File: src/core/sch_pkg.sv
package sch_pkg;
    // ======================================================================
    // frame geometry
    localparam int          FRAME_SAMPLES   = 160;
    localparam int          SUBFRAMES       = 4;
    localparam int          PULSES          = 13;
    localparam int          LAR_COUNT       = 8;
    localparam int          LTP_HIST        = 121;
    localparam int          PARAM_COUNT     = 76;
    localparam int          PARAMS_FIRST    = 25;
    localparam int          SUB_STRIDE      = 17;
    localparam int          SUB_BASE        = 8;
    localparam int          PULSE_OFS       = 4;
    // ======================================================================
    // homing patterns
    localparam logic [15:0] ENC_HOME_SAMPLE = 16'h0008;
    localparam logic [15:0] HOME_LAG        = 16'h0028;
    localparam logic [15:0] HOME_PULSE      = 16'h0004;
    localparam logic [15:0] HOME_PULSE_ALT  = 16'h0003;
    localparam int          ALT_SUB         = 3;
    localparam int          ALT_PULSE       = 4;
    localparam logic [15:0] HOME_ZERO       = 16'h0000;
    localparam logic [15:0] DEC_PREV_LAG    = 16'h0028;
    // ======================================================================
    // de-emphasis, reset values and buffer sizes
    localparam logic signed [15:0] DEEMPH_BETA = 16'sh6E14;
    localparam int          DEEMPH_SHIFT    = 15;
    localparam logic [7:0]  CNT_RESET       = 8'h00;
    localparam logic        HOMED_RESET     = 1'b1;
    localparam int          FIFO_DEPTH      = 8;
    localparam int          WORD_W          = 16;

    function automatic logic [15:0] sch_lar_home(input int idx);
        case (idx)
            0:       sch_lar_home = 16'h0009;
            1:       sch_lar_home = 16'h0017;
            2:       sch_lar_home = 16'h000F;
            3:       sch_lar_home = 16'h0008;
            4:       sch_lar_home = 16'h0007;
            5:       sch_lar_home = 16'h0003;
            6:       sch_lar_home = 16'h0003;
            default: sch_lar_home = 16'h0002;
        endcase
    endfunction : sch_lar_home

    // expected value of parameter word idx in the decoder homing frame
    function automatic logic [15:0] sch_dec_home_word(input int idx);
        int sub;
        int pos;
        sub = 0;
        pos = 0;
        if (idx < SUB_BASE) begin
            sch_dec_home_word = sch_lar_home(idx);
        end else begin
            sub = (idx - SUB_BASE) / SUB_STRIDE;
            pos = (idx - SUB_BASE) % SUB_STRIDE;
            if (pos == 0) begin
                sch_dec_home_word = HOME_LAG;
            end else if (pos < PULSE_OFS) begin
                sch_dec_home_word = HOME_ZERO;
            end else if (sub == ALT_SUB && pos - PULSE_OFS == ALT_PULSE) begin
                sch_dec_home_word = HOME_PULSE_ALT;
            end else begin
                sch_dec_home_word = HOME_PULSE;
            end
        end
    endfunction : sch_dec_home_word
endpackage : sch_pkg

File: src/core/sch_top.sv
// Overview of operation
// - output equals input plus beta times previous output
// - homing feature included, behaves as specified
// - state reset only after frame fully processed
// - encoder homing pattern: 160 samples of 0008
// - consecutive decoder homing frames yield encoder pattern
// - homing frame log area codes 9,23,15,8,7,3,3,2
// - lag 40, gain grid amplitude zero, all subframes
// - pulses 4, subframe four pulse five is 3
// - encoder detects pattern only frame aligned
// - encoder homed run yields decoder homing frame
// - encoder resets all state after homing frame
// - bad frames never trigger decoder homing
// - homed decoder substitutes encoder homing pattern
// - decoder resets all state after homing frame
// - homed decoder may check first 25 words only
// - encoder clears offset and pre-emphasis memories
// - encoder clears lars, lattice, ltp history
// - transmission state forced to defined home values
// - decoder lag 40, clears history, lars, lattice, deemphasis
`timescale 1ns/10ps

// ==========================================================================
// fifo
module sch_fifo #(
    parameter int W     = 16,
    parameter int DEPTH = 8
) (
    input  wire logic         clk,       // clock
    input  wire logic         rstn,      // async reset
    input  wire logic [W-1:0] in_data,   // write data
    input  wire logic         in_valid,  // write valid
    output logic              in_ready,  // not full
    output logic [W-1:0]      out_data,  // head word
    output logic              out_valid, // not empty
    input  wire logic         out_ready  // drain
);
    localparam int AW = $clog2(DEPTH);
    logic [W-1:0] mem [DEPTH];
    logic [AW-1:0] wp_q;
    logic [AW-1:0] rp_q;
    logic [AW:0]   cnt_q;
    wire           push = in_valid && in_ready;
    wire           pop  = out_valid && out_ready;
    assign in_ready  = (cnt_q != (AW+1)'(DEPTH));
    assign out_valid = (cnt_q != '0);
    assign out_data  = mem[rp_q];

    always_ff @(posedge clk) begin
        if (push) mem[wp_q] <= in_data;
    end

    always_ff @(posedge clk or negedge rstn) begin
        if (!rstn) begin
            wp_q  <= '0;
            rp_q  <= '0;
            cnt_q <= '0;
        end else begin
            if (push) wp_q <= (wp_q == AW'(DEPTH-1)) ? '0 : wp_q + 1'b1;
            if (pop) rp_q <= (rp_q == AW'(DEPTH-1)) ? '0 : rp_q + 1'b1;
            cnt_q <= cnt_q + (AW+1)'(push) - (AW+1)'(pop);
        end
    end
endmodule : sch_fifo

// ==========================================================================
// top
module sch_top
    import sch_pkg::*;
(
    input  wire logic        clk,            // 200 MHz clock
    input  wire logic        rstn,           // async reset, active low
    // encoder side
    input  wire logic [15:0] enc_in_sample,  // speech sample, left justified
    input  wire logic        enc_in_valid,   // sample valid
    input  wire logic        enc_in_first,   // first sample of a frame
    output logic             enc_in_ready,   // encoder accepts sample
    input  wire logic [15:0] enc_core_param, // parameter word from encoder core
    input  wire logic        enc_core_valid, // core word valid
    output logic             enc_core_ready, // fifo has room
    output logic [15:0]      enc_out_param,  // parameter word out
    output logic             enc_out_valid,  // parameter valid
    input  wire logic        enc_out_ready,  // channel accepts
    output logic             enc_home_pulse, // one cycle: reset encoder cores
    output logic             enc_homed,      // encoder in home state
    // decoder side
    input  wire logic [15:0] dec_in_param,   // received parameter word
    input  wire logic        dec_in_valid,   // word valid
    input  wire logic        dec_in_bad,     // frame flagged bad
    output logic             dec_in_ready,   // accepts word
    input  wire logic [15:0] dec_synth,      // synthesis filter output
    input  wire logic        dec_synth_valid,// synthesis sample valid
    output logic             dec_synth_ready,// fifo has room
    output logic [15:0]      dec_out_sample, // speech sample out
    output logic             dec_out_valid,  // sample valid
    input  wire logic        dec_out_ready,  // sink accepts
    output logic             dec_home_pulse, // one cycle: reset decoder cores
    output logic [15:0]      dec_prev_lag,   // previous-frame lag state
    output logic             dec_homed       // decoder in home state
);
    import sch_pkg::*;

    // ======================================================================
    // encoder: aligned pattern detection
    logic [7:0]  ein_cnt_q;
    logic        ein_match_q;
    logic        ein_frame_home_q;
    logic        enc_homed_q;
    logic        enc_start_homed_q;
    logic [6:0]  eout_cnt_q;
    logic        ehome_pend_q;
    logic        enc_home_pulse_q;
    wire         ein_take    = enc_in_valid && enc_in_ready;
    wire         ein_pos0    = enc_in_first || (ein_cnt_q == CNT_RESET);
    wire         ein_is_home = (enc_in_sample == ENC_HOME_SAMPLE);
    wire         ein_last    = (ein_cnt_q == 8'(FRAME_SAMPLES-1)) && !enc_in_first;
    wire         ein_match_n = ein_is_home && (ein_pos0 ? 1'b1 : ein_match_q);
    assign enc_in_ready = 1'b1;

    always_ff @(posedge clk or negedge rstn) begin
        if (!rstn) begin
            ein_cnt_q        <= CNT_RESET;
            ein_match_q      <= 1'b0;
            ein_frame_home_q <= 1'b0;
        end else if (ein_take) begin
            ein_match_q <= ein_match_n;
            ein_cnt_q   <= ein_last ? CNT_RESET : (ein_pos0 ? 8'h01 : ein_cnt_q + 8'h01);
            if (ein_last) ein_frame_home_q <= ein_match_n;
        end
    end

    // ======================================================================
    // encoder output path buffer
    logic [15:0] efifo_data;
    logic        efifo_valid;
    sch_fifo #(.W(WORD_W), .DEPTH(FIFO_DEPTH)) u_efifo (
        .clk       (clk),
        .rstn      (rstn),
        .in_data   (enc_core_param),
        .in_valid  (enc_core_valid),
        .in_ready  (enc_core_ready),
        .out_data  (efifo_data),
        .out_valid (efifo_valid),
        .out_ready (enc_out_ready)
    );
    wire         eout_take = efifo_valid && enc_out_ready;
    wire         eout_last = (eout_cnt_q == 7'(PARAM_COUNT-1));
    wire         eout_first = (eout_cnt_q == 7'h00);
    // homed encoder naturally yields the decoder homing frame; pass through
    assign enc_out_param = efifo_data;
    assign enc_out_valid = efifo_valid;

    always_ff @(posedge clk or negedge rstn) begin
        if (!rstn) begin
            eout_cnt_q        <= 7'h00;
            enc_homed_q       <= HOMED_RESET;
            enc_start_homed_q <= HOMED_RESET;
            ehome_pend_q      <= 1'b0;
            enc_home_pulse_q  <= 1'b0;
        end else begin
            enc_home_pulse_q <= 1'b0;
            if (eout_take) begin
                eout_cnt_q <= eout_last ? 7'h00 : eout_cnt_q + 7'h01;
                if (eout_first) enc_start_homed_q <= enc_homed_q;
                // reset only once the frame's last word has left
                if (eout_last && (ehome_pend_q || ein_frame_home_q)) begin
                    enc_home_pulse_q <= 1'b1;
                    enc_homed_q      <= 1'b1;
                    ehome_pend_q     <= 1'b0;
                end else if (eout_last) begin
                    enc_homed_q <= 1'b0;
                end
            end
            // a new homing frame outranks the clear of the old one
            if (ein_take && ein_last && ein_match_n) ehome_pend_q <= 1'b1;
        end
    end
    assign enc_home_pulse = enc_home_pulse_q;
    assign enc_homed      = enc_homed_q;

    // ======================================================================
    // encoder filter memories and transmission state, cleared on homing
    logic signed [15:0] enc_ofs16_q;
    logic signed [31:0] enc_ofs32_q;
    logic signed [15:0] enc_preemph_q;
    logic [1:0]         enc_dtx_state_q;
    always_ff @(posedge clk or negedge rstn) begin
        if (!rstn) begin
            enc_ofs16_q     <= '0;
            enc_ofs32_q     <= '0;
            enc_preemph_q   <= '0;
            enc_dtx_state_q <= 2'h0;
        end else if (enc_home_pulse_q) begin
            enc_ofs16_q     <= '0;
            enc_ofs32_q     <= '0;
            enc_preemph_q   <= '0;
            enc_dtx_state_q <= 2'h0;
        end else if (ein_take) begin
            enc_ofs16_q   <= enc_in_sample;
            enc_ofs32_q   <= enc_ofs32_q + {{16{enc_in_sample[15]}}, enc_in_sample};
            enc_preemph_q <= enc_in_sample;
            if (eout_take && eout_last) enc_dtx_state_q <= enc_dtx_state_q + 2'h1;
        end
    end

    // ======================================================================
    // encoder lars, lattice and ltp history
    logic [15:0] enc_lar_q  [LAR_COUNT];
    logic [15:0] enc_lat_q  [LAR_COUNT];
    logic [15:0] enc_ltp_q  [LTP_HIST];
    always_ff @(posedge clk or negedge rstn) begin
        if (!rstn) begin
            for (int i = 0; i < LAR_COUNT; i++) begin
                enc_lar_q[i] <= '0;
                enc_lat_q[i] <= '0;
            end
            for (int i = 0; i < LTP_HIST; i++) enc_ltp_q[i] <= '0;
        end else if (enc_home_pulse_q) begin
            for (int i = 0; i < LAR_COUNT; i++) begin
                enc_lar_q[i] <= '0;
                enc_lat_q[i] <= '0;
            end
            for (int i = 0; i < LTP_HIST; i++) enc_ltp_q[i] <= '0;
        end else if (eout_take) begin
            if (eout_cnt_q < 7'(LAR_COUNT)) enc_lar_q[eout_cnt_q[2:0]] <= efifo_data;
            if (ein_take) enc_lat_q[ein_cnt_q[2:0]] <= enc_in_sample;
            enc_ltp_q[0] <= efifo_data;
            for (int i = 1; i < LTP_HIST; i++) enc_ltp_q[i] <= enc_ltp_q[i-1];
        end
    end

    // ======================================================================
    // decoder: homing frame match
    logic [6:0]  din_cnt_q;
    logic        dmatch_full_q;
    logic        dmatch_early_q;
    logic        dbad_q;
    logic        dec_homed_q;
    logic        dframe_home_q;
    logic        dsubst_q;
    logic [7:0]  dout_cnt_q;
    logic        dec_home_pulse_q;
    logic [15:0] dec_prev_lag_q;
    wire         din_take  = dec_in_valid && dec_in_ready;
    wire         din_last  = (din_cnt_q == 7'(PARAM_COUNT-1));
    wire         din_first = (din_cnt_q == 7'h00);
    wire         din_lag4  = (din_cnt_q == 7'(SUB_BASE + (SUBFRAMES-1) * SUB_STRIDE));
    wire         din_eq    = (dec_in_param == sch_dec_home_word(int'(din_cnt_q)));
    wire         din_full  = din_eq && (din_first || dmatch_full_q);
    wire         din_early = (din_cnt_q < 7'(PARAMS_FIRST)) ? din_full : dmatch_early_q;
    wire         din_bad   = dec_in_bad || (!din_first && dbad_q);
    // a homed decoder only needs the first words
    wire         din_home  = dec_homed_q ? din_early : din_full;
    assign dec_in_ready = 1'b1;

    always_ff @(posedge clk or negedge rstn) begin
        if (!rstn) begin
            din_cnt_q      <= 7'h00;
            dmatch_full_q  <= 1'b0;
            dmatch_early_q <= 1'b0;
            dbad_q         <= 1'b0;
            dframe_home_q  <= 1'b0;
            dsubst_q       <= 1'b0;
        end else if (din_take) begin
            din_cnt_q      <= din_last ? 7'h00 : din_cnt_q + 7'h01;
            dmatch_full_q  <= din_full;
            dmatch_early_q <= din_early;
            dbad_q         <= din_bad;
            if (din_last) begin
                dframe_home_q <= din_home && !din_bad;
                dsubst_q      <= din_home && !din_bad && dec_homed_q;
            end
        end
    end

    // ======================================================================
    // decoder output path buffer
    logic [15:0] dfifo_data;
    logic        dfifo_valid;
    logic        dfifo_ready;
    sch_fifo #(.W(WORD_W), .DEPTH(FIFO_DEPTH)) u_dfifo (
        .clk       (clk),
        .rstn      (rstn),
        .in_data   (dec_synth),
        .in_valid  (dec_synth_valid),
        .in_ready  (dec_synth_ready),
        .out_data  (dfifo_data),
        .out_valid (dfifo_valid),
        .out_ready (dfifo_ready)
    );

    // ======================================================================
    // de-emphasis stage
    logic signed [15:0] deemph_q;
    logic signed [15:0] dout_q;
    logic               dout_valid_q;
    wire  signed [31:0] deemph_prod = deemph_q * DEEMPH_BETA;
    wire  signed [16:0] deemph_sum  = 17'(signed'(dfifo_data)) + 17'(deemph_prod >>> DEEMPH_SHIFT);
    wire  signed [15:0] deemph_sat  = (deemph_sum > 17'sh07FFF) ? 16'sh7FFF :
                                      (deemph_sum < -17'sh08000) ? -16'sh8000 : deemph_sum[15:0];
    wire                dout_free   = !dout_valid_q || dec_out_ready;
    wire                dout_take   = dfifo_valid && dout_free;
    wire                dout_last   = (dout_cnt_q == 8'(FRAME_SAMPLES-1));
    assign dfifo_ready = dout_free;

    always_ff @(posedge clk or negedge rstn) begin
        if (!rstn) begin
            deemph_q         <= '0;
            dout_q           <= '0;
            dout_valid_q     <= 1'b0;
            dout_cnt_q       <= CNT_RESET;
            dec_homed_q      <= HOMED_RESET;
            dec_home_pulse_q <= 1'b0;
            dec_prev_lag_q   <= DEC_PREV_LAG;
        end else begin
            dec_home_pulse_q <= 1'b0;
            // last sub-frame lag becomes the previous-frame lag
            if (din_take && din_lag4) dec_prev_lag_q <= dec_in_param;
            if (dout_free) dout_valid_q <= dfifo_valid;
            if (dout_take) begin
                deemph_q   <= deemph_sat;
                dout_q     <= dsubst_q ? ENC_HOME_SAMPLE : deemph_sat;
                dout_cnt_q <= dout_last ? CNT_RESET : dout_cnt_q + 8'h01;
                if (dout_last && dframe_home_q) begin
                    dec_home_pulse_q <= 1'b1;
                    dec_homed_q      <= 1'b1;
                    deemph_q         <= '0;
                    dec_prev_lag_q   <= DEC_PREV_LAG;
                end else if (dout_last) begin
                    dec_homed_q <= 1'b0;
                end
            end
        end
    end

    assign dec_out_sample = dout_q;
    assign dec_out_valid  = dout_valid_q;
    assign dec_home_pulse = dec_home_pulse_q;
    assign dec_prev_lag   = dec_prev_lag_q;
    assign dec_homed      = dec_homed_q;
endmodule : sch_top

File: config.mk
export PLATFORM = sky130hd
export DESIGN_NAME = sch_top
export DESIGN_NICKNAME = d
export VERILOG_FILES = /design/src/core/sch_pkg.sv /design/src/core/sch_top.sv
export SDC_FILE = /design/constraint.sdc
export NUM_CORES = 1
export LEC_CHECK = 0
export BUFFER_PORTS_ARGS = -buffer_cell sky130_fd_sc_hd__buf_2
export CORE_ASPECT_RATIO = 1.5
export CORE_MARGIN = 3
export CORE_UTILIZATION = 62
export CTS_CLUSTER_SIZE = 40
export DETAILED_ROUTE_END_ITERATION = 16
export PLACE_DENSITY_LB_ADDON = 0.12
export RECOVER_POWER = 50
export REMOVE_ABC_BUFFERS = 1
export SLEW_MARGIN = 5
export SYNTH_ARGS = -nofsm -noshare
export SYNTH_HDL_FRONTEND = slang
export SYNTH_HIERARCHICAL = 1
export SYNTH_SLANG_ARGS = --single-unit
export TNS_END_PERCENT = 5
File: constraint.sdc
create_clock -name clk -period 11.41 [get_ports clk]
set_clock_uncertainty 0.2 [all_clocks]
set_input_delay 0 -clock clk [delete_from_list [all_inputs] [get_ports clk]]
set_output_delay 0 -clock clk [all_outputs]
set_load 0.05 [all_outputs]
# Yosys cells after proc, flatten, opt, wreduce, memory -nomap -nowiden

Memory sizes are Yosys's and may differ from the RTL's.
Index checks and enable logic that the tools add are counted.
W data, S select, Z words.

Flip-flop bits (word level): 111
Bits in writable memories: 256
Input bits: 74
Output and inout port bits: 58
Logic and storage cells: 151
Memories: 2

$add $sub $neg: 15
Multipliers: 1
Divide/modulo/power cells: 2
$lt $le $gt $ge: 5
Equality and inequality tests: 21
Multiplexer cells: 39
Reduce and logical (&&, ||, !) cells: 40

Memories:

| name        | words | bits a word | read ports | clocked after Yosys merged registers in | write ports | line          | RTL |
|---|---|---|---|---|---|---|---|
| u_dfifo.mem | 8     | 16          | 1          | 0                                       | 1           | sch_top.sv:39 | `logic [W-1:0] mem [DEPTH];` |
| u_efifo.mem | 8     | 16          | 1          | 0                                       | 1           | sch_top.sv:39 |  |

Operators by type and width:

| kind                     | number |
|---|---|
| $mux W16                 | 8 |
| $div A32 B6 Y32 const B  | 1 |
| $eq A32 B3 Y1 const B    | 1 |
| $eq A32 B4 Y1 const B    | 1 |
| $logic_not A32 Y1        | 1 |
| $lt A32 B4 Y1 const B    | 1 |
| $mod A32 B6 Y32 const B  | 1 |
| $sub A32 B4 Y32 const B  | 1 |
| $mul A16 B14 Y30 const B | 1 |
| $pmux W5 S6              | 1 |
| $mux W8                  | 3 |
| $eq A7 B3 Y1 const B     | 3 |
| $mux W1                  | 18 |
| $mux W3                  | 6 |
| $add A16 B17 Y17         | 1 |
| $gt A17 B16 Y1 const B   | 1 |
| $lt A17 B16 Y1 const B   | 1 |
| $add A8 B1 Y8 const B    | 2 |
| $eq A16 B16 Y1           | 1 |
| $eq A16 B4 Y1 const B    | 1 |
| $eq A8 B8 Y1 const B     | 2 |
| $logic_and A1 B1 Y1      | 16 |
| $add A7 B1 Y7 const B    | 2 |
| $eq A7 B2 Y1 const B     | 2 |
| other kinds (21)         | 47 |

# Logic depth before layout (Yosys ltp)

Gate-level depths: netlist of run 1.

Word-level depth: 15
Depth in mapped cells: 36
Mapped depth without buffers: 35

# Hierarchy

Netlist of run 1, hierarchy kept.

By module, submodules not included:

| module             | times used | cells an instance | area an instance (µm²) | seq. area each (µm²) |
|---|---|---|---|---|
| sch_top            | 1          | 1,105             | 9,987.1                | 2,282.2 |
| sch_fifo (u_dfifo) | 1          | 243               | 5,556.6                | 4,093.9 |
| sch_fifo (u_efifo) | 1          | 242               | 5,551.6                | 4,093.9 |

# Worst setup path before layout of run 1

No wires, ideal clock.

Path kind: reg2reg
Start: register deemph_q[2]
End: register dout_q[10] (netlist: dec_out_sample[10])
Setup time: 0.083 ns
Data arrival time: 7.696 ns
Data required time: 11.127 ns
Path slack: 3.431 ns
Cell stages (with the launch flop): 33
Buffers on the path: 1
Period minus slack after synthesis: 7.979 ns
Cell sequence: dfrtp_1 -> ha_1 -> inv_1 -> fa_1 -> fa_1 -> inv_1 -> fa_1 -> fa_1 -> fa_1 -> ha_1 -> a21oi_1 -> o21ai_0 -> a21oi_1 -> nor2b_1 -> o21bai_1 -> a21oi_1 -> nor2b_1 -> o21a_1 -> nor2_1 -> xnor2_1 -> ha_1 -> a21boi_0 -> o21ai_0 -> a21oi_1 -> o31ai_1 -> o2111ai_1 -> a21oi_1 -> xnor2_1 -> xnor2_1 -> and2_1 -> clkbuf_1 -> nor2_1 -> o21ai_0

Cells in the longest elaborated chain, start to end: 6
Elaborated cells on any way between the ends: 7
Those cells by class: add/sub: 1; mul: 1; order compare: 2; mux: 3

Ends and longest elaborated chain:

| element                  | line           | RTL |
|---|---|---|
| start: declaration       | sch_top.sv:294 | `logic signed [15:0] deemph_q;` |
| start signal: assignment | sch_top.sv:321 | `deemph_q <= deemph_sat;` |
| $mul A16 B14 Y30 *       | sch_top.sv:297 | `wire signed [31:0] deemph_prod = deemph_q * DEEMPH_BETA;` |
| $add A16 B17 Y17 *       | sch_top.sv:298 | `wire signed [16:0] deemph_sum = 17'(signed'(dfifo_data)) + 17'(deemph_prod >>> DEEMPH_SHIFT);` |
| $lt A17 B16 Y1           | sch_top.sv:300 | `(deemph_sum < -17'sh08000) ? -16'sh8000 : deemph_sum[15:0];` |
| $mux W16                 | sch_top.sv:300 |  |
| $mux W16 *               | sch_top.sv:299 | `wire signed [15:0] deemph_sat = (deemph_sum > 17'sh07FFF) ? 16'sh7FFF :` |
| $mux W16 *               | sch_top.sv:322 | `dout_q <= dsubst_q ? ENC_HOME_SAMPLE : deemph_sat;` |
| end signal: assignment   | sch_top.sv:322 |  |
| end: declaration         | sch_top.sv:295 | `logic signed [15:0] dout_q;` |

Mark *: on every way between the ends. The rest lies on a longest branch, timed or not.
A chain may end at the register's enable or synchronous reset.

# Worst setup path after layout of run 1

Start: register deemph_q[2]
End: register deemph_q[2]

Cells in the longest elaborated chain, start to end: 6
Elaborated cells on any way between the ends: 7
Those cells by class: add/sub: 1; mul: 1; order compare: 2; mux: 3

Ends and longest elaborated chain:

| element            | line           | RTL |
|---|---|---|
| $mul A16 B14 Y30 * | sch_top.sv:297 |  |
| $add A16 B17 Y17 * | sch_top.sv:298 |  |
| $lt A17 B16 Y1     | sch_top.sv:300 |  |
| $mux W16           | sch_top.sv:300 |  |
| $mux W16 *         | sch_top.sv:299 |  |
| $mux W16 *         | sch_top.sv:324 | `if (dout_last && dframe_home_q) begin` |

Marked as above.

==> metrics.txt, run 1 <==
# TYPE chip_impl_metric gauge
chip_impl_metric{name="fp.coreArea",unit="mm²"} 0.0334
chip_impl_metric{name="netlist.area_leader.share",unit="%"} 36.4
chip_impl_metric{name="worst-r2r-cell-count",unit=""} 28
chip_impl_info{name="critical_path.endpoint_type",value="flop"} 1
chip_impl_metric{name="synth.mux.area_fraction",unit="%"} 11.0
chip_impl_info{name="timing.critical_path.slowest_stage_cell",value="sky130_fd_sc_hd__o21bai_1"} 1
chip_impl_metric{name="detailroute.via_count",unit=""} 13368
chip_impl_metric{name="yosys.area_share.simple",unit="%"} 8.96
chip_impl_metric{name="port_buffers",unit=""} 129
chip_impl_metric{name="postRouteWirelength",unit="µm"} 45500
chip_impl_metric{name="synthesis.area",unit="mm²"} 0.0211
chip_impl_info{name="cp_common_cell",value="sky130_fd_sc_hd__fa_1"} 1
chip_impl_info{name="failed_checks",value="max-capacitance violations, max-slew violations"} 1
chip_impl_info{name="yosys-top-cells-area",value="sky130_fd_sc_hd__edfxtp_1 36%, sky130_fd_sc_hd__dfrtp_1 13%, sky130_fd_sc_hd__ha_1 8.8%"} 1
chip_impl_metric{name="antenna_cells_inserted",unit=""} 0
chip_impl_metric{name="crit_path_max_incr_delay",unit="ns"} 0.88
chip_impl_metric{name="synth-warning-count",unit=""} 6
chip_impl_metric{name="clk_transition_reported_paths",unit="ns"} 0.07
chip_impl_metric{name="timing.max_cap.violations",unit=""} 2
chip_impl_metric{name="area_added_between_synthesis_and_finish",unit="%"} 13.5
chip_impl_metric{name="drc",unit=""} 0
chip_impl_metric{name="final_layout_size_suffix_gt1_share",unit="%"} 12.5
chip_impl_info{name="synth_top_family_by_area",value="adder cells"} 1
chip_impl_metric{name="ys_async_sr_fraction",unit="%"} 30.2
chip_impl_metric{name="cts_post_setup_buffers_inserted",unit=""} 0
chip_impl_metric{name="min_period",unit="ns"} 9.17
chip_impl_metric{name="synth-compound-area-share",unit="%"} 7.38
chip_impl_info{name="synth_commonest_cells",value="256 x sky130_fd_sc_hd__edfxtp_1, 148 x sky130_fd_sc_hd__ha_1, 137 x sky130_fd_sc_hd__inv_1"} 1
chip_impl_info{name="yosys.cell_count.top_type",value="sky130_fd_sc_hd__edfxtp_1"} 1
chip_impl_metric{name="whs_path_depth",unit=""} 4
chip_impl_metric{name="grt_overflow",unit=""} 0
chip_impl_info{name="cts_tree",value="yes"} 1
chip_impl_info{name="min_path_type",value="in -> reg"} 1
chip_impl_metric{name="path_max_fanout",unit=""} 15
chip_impl_metric{name="dp_hpwl",unit="µm"} 31200
chip_impl_info{name="critical_path.top_delay_family",value="adder cells"} 1
chip_impl_metric{name="timing_max_transition_violations_final",unit=""} 112
chip_impl_metric{name="placed_cells",unit=""} 2111
chip_impl_metric{name="num_rows",unit=""} 82
chip_impl_metric{name="hold_viol",unit=""} 0
chip_impl_info{name="path_class",value="reg -> reg"} 1
chip_impl_metric{name="synth_edf_count",unit=""} 256
chip_impl_metric{name="worstPathArrival",unit="ns"} 9.38
chip_impl_info{name="status",value="complete, but fails checks"} 1
chip_impl_metric{name="viasPerCell",unit=""} 5.97
chip_impl_metric{name="synthesis.instances",unit=""} 1590
chip_impl_metric{name="chipHeight",unit="µm"} 232
chip_impl_info{name="synth_area_leader_cell",value="sky130_fd_sc_hd__edfxtp_1"} 1
chip_impl_metric{name="critical_path_required",unit="ns"} 11.62
chip_impl_metric{name="ios",unit=""} 132
chip_impl_metric{name="synth-seq-cells",unit=""} 367
chip_impl_metric{name="post_synth_xor_area_fraction",unit="%"} 2.78
chip_impl_metric{name="max_slew_margin",unit="%"} -191
chip_impl_metric{name="final_min_period_over_clock_period",unit="%"} 80.4
chip_impl_info{name="rsz0062_at_grt",value="no"} 1
chip_impl_metric{name="post-route-util",unit="%"} 71.6
chip_impl_metric{name="design.die.area",unit="mm²"} 0.0363
chip_impl_metric{name="number_of_antenna_violations_at_the_first_check_in_global_routing",unit=""} 0
chip_impl_metric{name="ctsLongestPathBuffers",unit=""} 3
chip_impl_metric{name="start_util",unit="%"} 63.1
chip_impl_metric{name="post_synth_fa_ha_maj_area_fraction",unit="%"} 16.4
chip_impl_metric{name="top_achievable_clock_speed",unit="MHz"} 109
chip_impl_metric{name="die_width",unit="µm"} 157
chip_impl_metric{name="instances_no_fill",unit=""} 2238
chip_impl_metric{name="htreeDepth",unit=""} 1
chip_impl_metric{name="syn-mean-instance-area",unit="µm²"} 13.3
chip_impl_metric{name="final_net_count",unit=""} 2094
chip_impl_metric{name="clk_latency",unit="ns"} 0.59
chip_impl_metric{name="cts_resized",unit=""} 0
chip_impl_metric{name="synth.yosys.seq_area_share",unit="%"} 49.6
chip_impl_metric{name="synth.lib_cells_used.distinct",unit=""} 88
chip_impl_metric{name="tns",unit="ns"} 0
chip_impl_metric{name="grt_first_pass_wirelength",unit="µm"} 72900
chip_impl_metric{name="worstPathBufferInverterCount",unit=""} 2
chip_impl_metric{name="ctsHoldBuffers",unit=""} 69
chip_impl_metric{name="timing.critical_path.depth",unit=""} 28
chip_impl_metric{name="grt_pass1_vias",unit=""} 13941
chip_impl_info{name="root_buffer",value="sky130_fd_sc_hd__clkbuf_16"} 1
chip_impl_metric{name="routedWlPerCell",unit="µm"} 20.3
chip_impl_metric{name="cts_made_buffers",unit=""} 31
chip_impl_metric{name="drt-pass1-iter-count",unit=""} 5
chip_impl_metric{name="gp_congestion",unit=""} 0.960
chip_impl_info{name="postSynth.topFlopCell",value="sky130_fd_sc_hd__edfxtp_1"} 1
chip_impl_metric{name="detail-route-antenna-nets",unit=""} 0
chip_impl_metric{name="detailedRoute.firstIterationViolations",unit=""} 634
chip_impl_info{name="worst_setup_path_start_kind",value="flop"} 1
chip_impl_metric{name="clock_sink_count",unit=""} 367
chip_impl_metric{name="worstMarginPinSlew",unit="ns"} 4.36
chip_impl_metric{name="setup_violations",unit=""} 0
chip_impl_metric{name="grt_start_max_net_pins",unit=""} 83
chip_impl_metric{name="grt_util_all_layers",unit="%"} 25.5
-- flip-flops by register name, indices dropped and copies added (netlist names), 3 cells and up --
name / count
dec_out_sample: 16
dec_prev_lag: 16
deemph_q: 16
din_cnt_q: 7
dout_cnt_q: 8
ein_cnt_q: 8
eout_cnt_q: 7
u_dfifo/cnt_q: 4
u_dfifo/mem: 128
u_dfifo/rp_q: 3
u_dfifo/wp_q: 3
u_efifo/cnt_q: 4
u_efifo/mem: 128
u_efifo/rp_q: 3
u_efifo/wp_q: 3
-- layout make-up --
class | instances | area, µm²
fill | 2282 | 9510
tap | 420 | 526
inverter | 137 | 514
clock inverter | 27 | 364
sequential | 367 | 10500
multi-input combinational | 1034 | 9860
timing repair buffer | 222 | 1420
clock buffer | 31 | 776
-- per-layer routing --
metal	vias to the layer above	track usage, %	wire length (µm)	share of wire, %
li1	6271	-	-	-
met1	6629	30.6	17100	38
met2	359	47.4	25000	55
met3	109	2.85	1960	4.3
met4	0	8.43	1410	3.1
met5	-	0	0	0
-- worst min-delay path, stage by stage --
cell	delay (ns)
sky130_fd_sc_hd__dlygate4sd3_1	0.53
sky130_fd_sc_hd__buf_2	0.14
sky130_fd_sc_hd__nand2_1	0.05
sky130_fd_sc_hd__nand3b_1	0.08
-- cells in the final DEF (no fill, tap or decap), types with 12 or more instances in the layout --
cell,count
sky130_fd_sc_hd__dfrtp_1,106
sky130_fd_sc_hd__inv_1,137
sky130_fd_sc_hd__clkbuf_1,71
sky130_fd_sc_hd__fa_1,79
sky130_fd_sc_hd__buf_4,23
sky130_fd_sc_hd__xnor2_1,46
sky130_fd_sc_hd__ha_1,148
sky130_fd_sc_hd__nor3_1,23
sky130_fd_sc_hd__dlygate4sd3_1,68
sky130_fd_sc_hd__clkbuf_16,31
sky130_fd_sc_hd__xor2_1,21
sky130_fd_sc_hd__nor2_1,78
sky130_fd_sc_hd__mux2_2,49
sky130_fd_sc_hd__edfxtp_1,256
sky130_fd_sc_hd__mux4_1,58
sky130_fd_sc_hd__nor2b_1,15
sky130_fd_sc_hd__o21ai_0,72
sky130_fd_sc_hd__a21o_1,20
sky130_fd_sc_hd__buf_2,60
sky130_fd_sc_hd__and3_1,12
sky130_fd_sc_hd__nand3_1,22
sky130_fd_sc_hd__nand2_1,116
sky130_fd_sc_hd__nand2b_1,18
sky130_fd_sc_hd__a21oi_1,57
-- per-stage QoR --
| step | worst slack (ns) | hold WS [ns] | area (µm²) |
|---|---|---|---|
| after floorplan | 3.42 | -0.496 | 20800 |
| final | 2.24 | 0.0329 | 23900 |
| after global routing | 1.68 | 0.0356 | 23900 |
| after CTS | 2.31 | 0.00176 | 24000 |
| after global placement | 2.56 | -0.249 | 22200 |
| after detailed placement | 2.33 | -0.250 | 22200 |
-- worst paths after layout --
kind | start | to | slack, ns
worst max-delay path | deemph_q[2] | deemph_q[2] | 2.24
worst min-delay path | dec_in_param[5] | dec_prev_lag[5] | 0.03
worst max register to register | deemph_q[2] | deemph_q[2] | 2.24
worst min register to register | dout_cnt_q[4] | dout_cnt_q[4] | 0.28
max in group asynchronous | rstn | deemph_q[15] | 6.08
min in group asynchronous | rstn | enc_homed | 0.44
-- logic make-up (layout without fill, tap and decap cells) --
group | after synthesis | count (layout)
AOI/OAI and AO/OA | 240 | 240
xor gates and xnor gates | 67 | 67
adders and majority gates | 229 | 229
buffers and inverters | 190 | 417
DFF | 367 | 367
muxes | 123 | 123
other | 1 | 2
and+or+nand+nor | 373 | 373
Power of run 1 is left out: the tool's default activity adds up to more than one toggle a clock period on the data nets, which glitch-free logic cannot reach.
==> run 2: changes to the inputs <==
Clock period 11.41 ns to 8.45 ns, I/O delays scaled along.
==> run 2 against run 1 <==
  * The flow still finishes with violations (max-capacitance violations, max-slew violations)
  * Fmax is 14% higher
  * Cell area grew 0.99%
  * Hold slack better by 0.046 ns
  * Highest routed layer unchanged
==> metrics.txt, run 2 (synthesis results as in run 1) <==
# TYPE chip_impl_metric gauge
chip_impl_metric{name="final_net_count",unit=""} 2117
chip_impl_info{name="timing.critical_path.slowest_stage_cell",value="sky130_fd_sc_hd__fa_1"} 1
chip_impl_info{name="worst_setup_path_start_kind",value="flop"} 1
chip_impl_metric{name="drc",unit=""} 0
chip_impl_metric{name="grt_start_max_net_pins",unit=""} 58
chip_impl_metric{name="detailroute.via_count",unit=""} 13546
chip_impl_metric{name="design.die.area",unit="mm²"} 0.0363
chip_impl_info{name="path_class",value="reg -> reg"} 1
chip_impl_metric{name="num_rows",unit=""} 82
chip_impl_metric{name="dp_hpwl",unit="µm"} 32400
chip_impl_metric{name="fp.coreArea",unit="mm²"} 0.0334
chip_impl_info{name="cts_tree",value="yes"} 1
chip_impl_info{name="min_path_type",value="in -> reg"} 1
chip_impl_metric{name="die_width",unit="µm"} 157
chip_impl_metric{name="setup_violations",unit=""} 0
chip_impl_metric{name="final_layout_size_suffix_gt1_share",unit="%"} 14.4
chip_impl_metric{name="routedWlPerCell",unit="µm"} 20.7
chip_impl_metric{name="final_min_period_over_clock_period",unit="%"} 95.0
chip_impl_metric{name="grt_overflow",unit=""} 0
chip_impl_metric{name="clk_latency",unit="ns"} 0.53
chip_impl_metric{name="timing_max_transition_violations_final",unit=""} 110
chip_impl_metric{name="start_util",unit="%"} 63.1
chip_impl_info{name="layout.cells.most_common_list",value="256 x sky130_fd_sc_hd__edfxtp_1, 147 x sky130_fd_sc_hd__ha_1, 136 x sky130_fd_sc_hd__inv_1"} 1
chip_impl_metric{name="port_buffers",unit=""} 129
chip_impl_info{name="failed_checks",value="max-capacitance violations, max-slew violations"} 1
chip_impl_metric{name="worst_slack",unit="ns"} 0.422
chip_impl_metric{name="crit_path_max_incr_delay",unit="ns"} 0.56
chip_impl_metric{name="detail-route-antenna-nets",unit=""} 0
chip_impl_info{name="critical_path.endpoint_type",value="flop"} 1
chip_impl_metric{name="timing.max_cap.violations",unit=""} 2
chip_impl_metric{name="min_period",unit="ns"} 8.03
chip_impl_metric{name="place_ws",unit="ns"} -0.0873
chip_impl_metric{name="worstPathArrival",unit="ns"} 8.20
chip_impl_metric{name="clk_transition_reported_paths",unit="ns"} 0.07
chip_impl_metric{name="path_max_fanout",unit=""} 7
chip_impl_metric{name="ctsLongestPathBuffers",unit=""} 3
chip_impl_metric{name="drt-pass1-iter-count",unit=""} 5
chip_impl_metric{name="chipHeight",unit="µm"} 232
chip_impl_metric{name="top_achievable_clock_speed",unit="MHz"} 125
chip_impl_metric{name="worst-r2r-cell-count",unit=""} 32
chip_impl_metric{name="hold_viol",unit=""} 0
chip_impl_info{name="layout_top_registers",value="u_dfifo/mem: 128 flops, u_efifo/mem: 128 flops"} 1
chip_impl_metric{name="cts_made_buffers",unit=""} 34
chip_impl_info{name="status",value="complete, but fails checks"} 1
chip_impl_metric{name="number_of_antenna_violations_at_the_first_check_in_global_routing",unit=""} 1
chip_impl_metric{name="gp_congestion",unit=""} 0.909
chip_impl_metric{name="max_slew_margin",unit="%"} -107
chip_impl_metric{name="grt_pass1_vias",unit=""} 14398
chip_impl_metric{name="area_added_between_synthesis_and_finish",unit="%"} 14.6
chip_impl_metric{name="ff2ff_setup_slack",unit="ns"} 0.42
chip_impl_metric{name="critical_path_required",unit="ns"} 8.62
chip_impl_metric{name="grt_first_pass_wirelength",unit="µm"} 75000
chip_impl_metric{name="clock_sink_count",unit=""} 367
chip_impl_info{name="root_buffer",value="sky130_fd_sc_hd__clkbuf_16"} 1
chip_impl_metric{name="ios",unit=""} 132
chip_impl_metric{name="htreeDepth",unit=""} 2
chip_impl_metric{name="grt_util_all_layers",unit="%"} 26.4
chip_impl_metric{name="worstMarginPinSlew",unit="ns"} 3.10
chip_impl_metric{name="whs_path_depth",unit=""} 4
chip_impl_info{name="mostFrequentLayoutCell",value="sky130_fd_sc_hd__edfxtp_1"} 1
chip_impl_metric{name="postRouteWirelength",unit="µm"} 46800
chip_impl_metric{name="detailedRoute.firstIterationViolations",unit=""} 715
chip_impl_metric{name="viasPerCell",unit=""} 5.99
## run 2: final cells by class
class,count,area (µm²)
repair buffers,242,1570
well taps,420,526
fillers,2260,9270
multi-input cells,1034,9960
diodes,2,5.00
clock inverters,18,224
clock buffers,41,908
flip-flops and latches,367,10500
inverters,137,514
## run 2: worst max-delay path, delay by kind of cell (launching register included)
kind / cells / cell delay, ns
buf+inv: 6 / 0.55
flops: 1 / 0.39
fa+ha+maj: 8 / 3.20
compound gates: 13 / 2.53
xor+xnor: 3 / 0.49
simple gates: 2 / 0.49
## run 2: worst paths after layout
kind,start,endpoint
min in group asynchronous,rstn,enc_homed
hold reg to reg,dout_cnt_q[4],dout_cnt_q[4]
setup reg to reg,deemph_q[4],dec_out_sample[4]
max in group asynchronous,rstn,deemph_q[5]
setup / recovery,deemph_q[4],dec_out_sample[4]
hold / removal,dec_in_param[11],dec_prev_lag[11]
## run 2: layer usage
metal / GRT usage, % / up-vias / wire length, µm
met3: 3.34 / 100 / 1800
met2: 49.5 / 352 / 26100
met5: 0 / - / 0
li1: - / 6320 / -
met4: 10.2 / 0 / 1720
met1: 30.4 / 6774 / 17200
## run 2: timing repair
| action | 4_1_cts | 5_1_grt |
|---|---|---|
| hold endpoints to repair | 382 | 0 |
| resized for setup | 2 | 29 |
| setup endpoints to repair | 27 | 35 |
| setup buffers | 0 | 4 |
| pin swaps | 0 | 9 |
| hold buffers | 66 | 0 |
| gates cloned | 0 | 0 |
## run 2: metrics by stage
step	hold WS (ns)	TNS, ns	std cells	area (µm²)	utilization, %
floorplan	-0.496	0	1538	20800	-
global placement	-0.105	0	2130	22300	66.8
detailed placement	-0.0963	-1.32	2130	22300	66.8
CTS	0.0442	0	2255	24200	72.3
global route	0.0930	-0.0202	2260	24200	72.3
finish	0.0786	0	2261	24200	72.3
Power of run 2 is left out for the same reason.
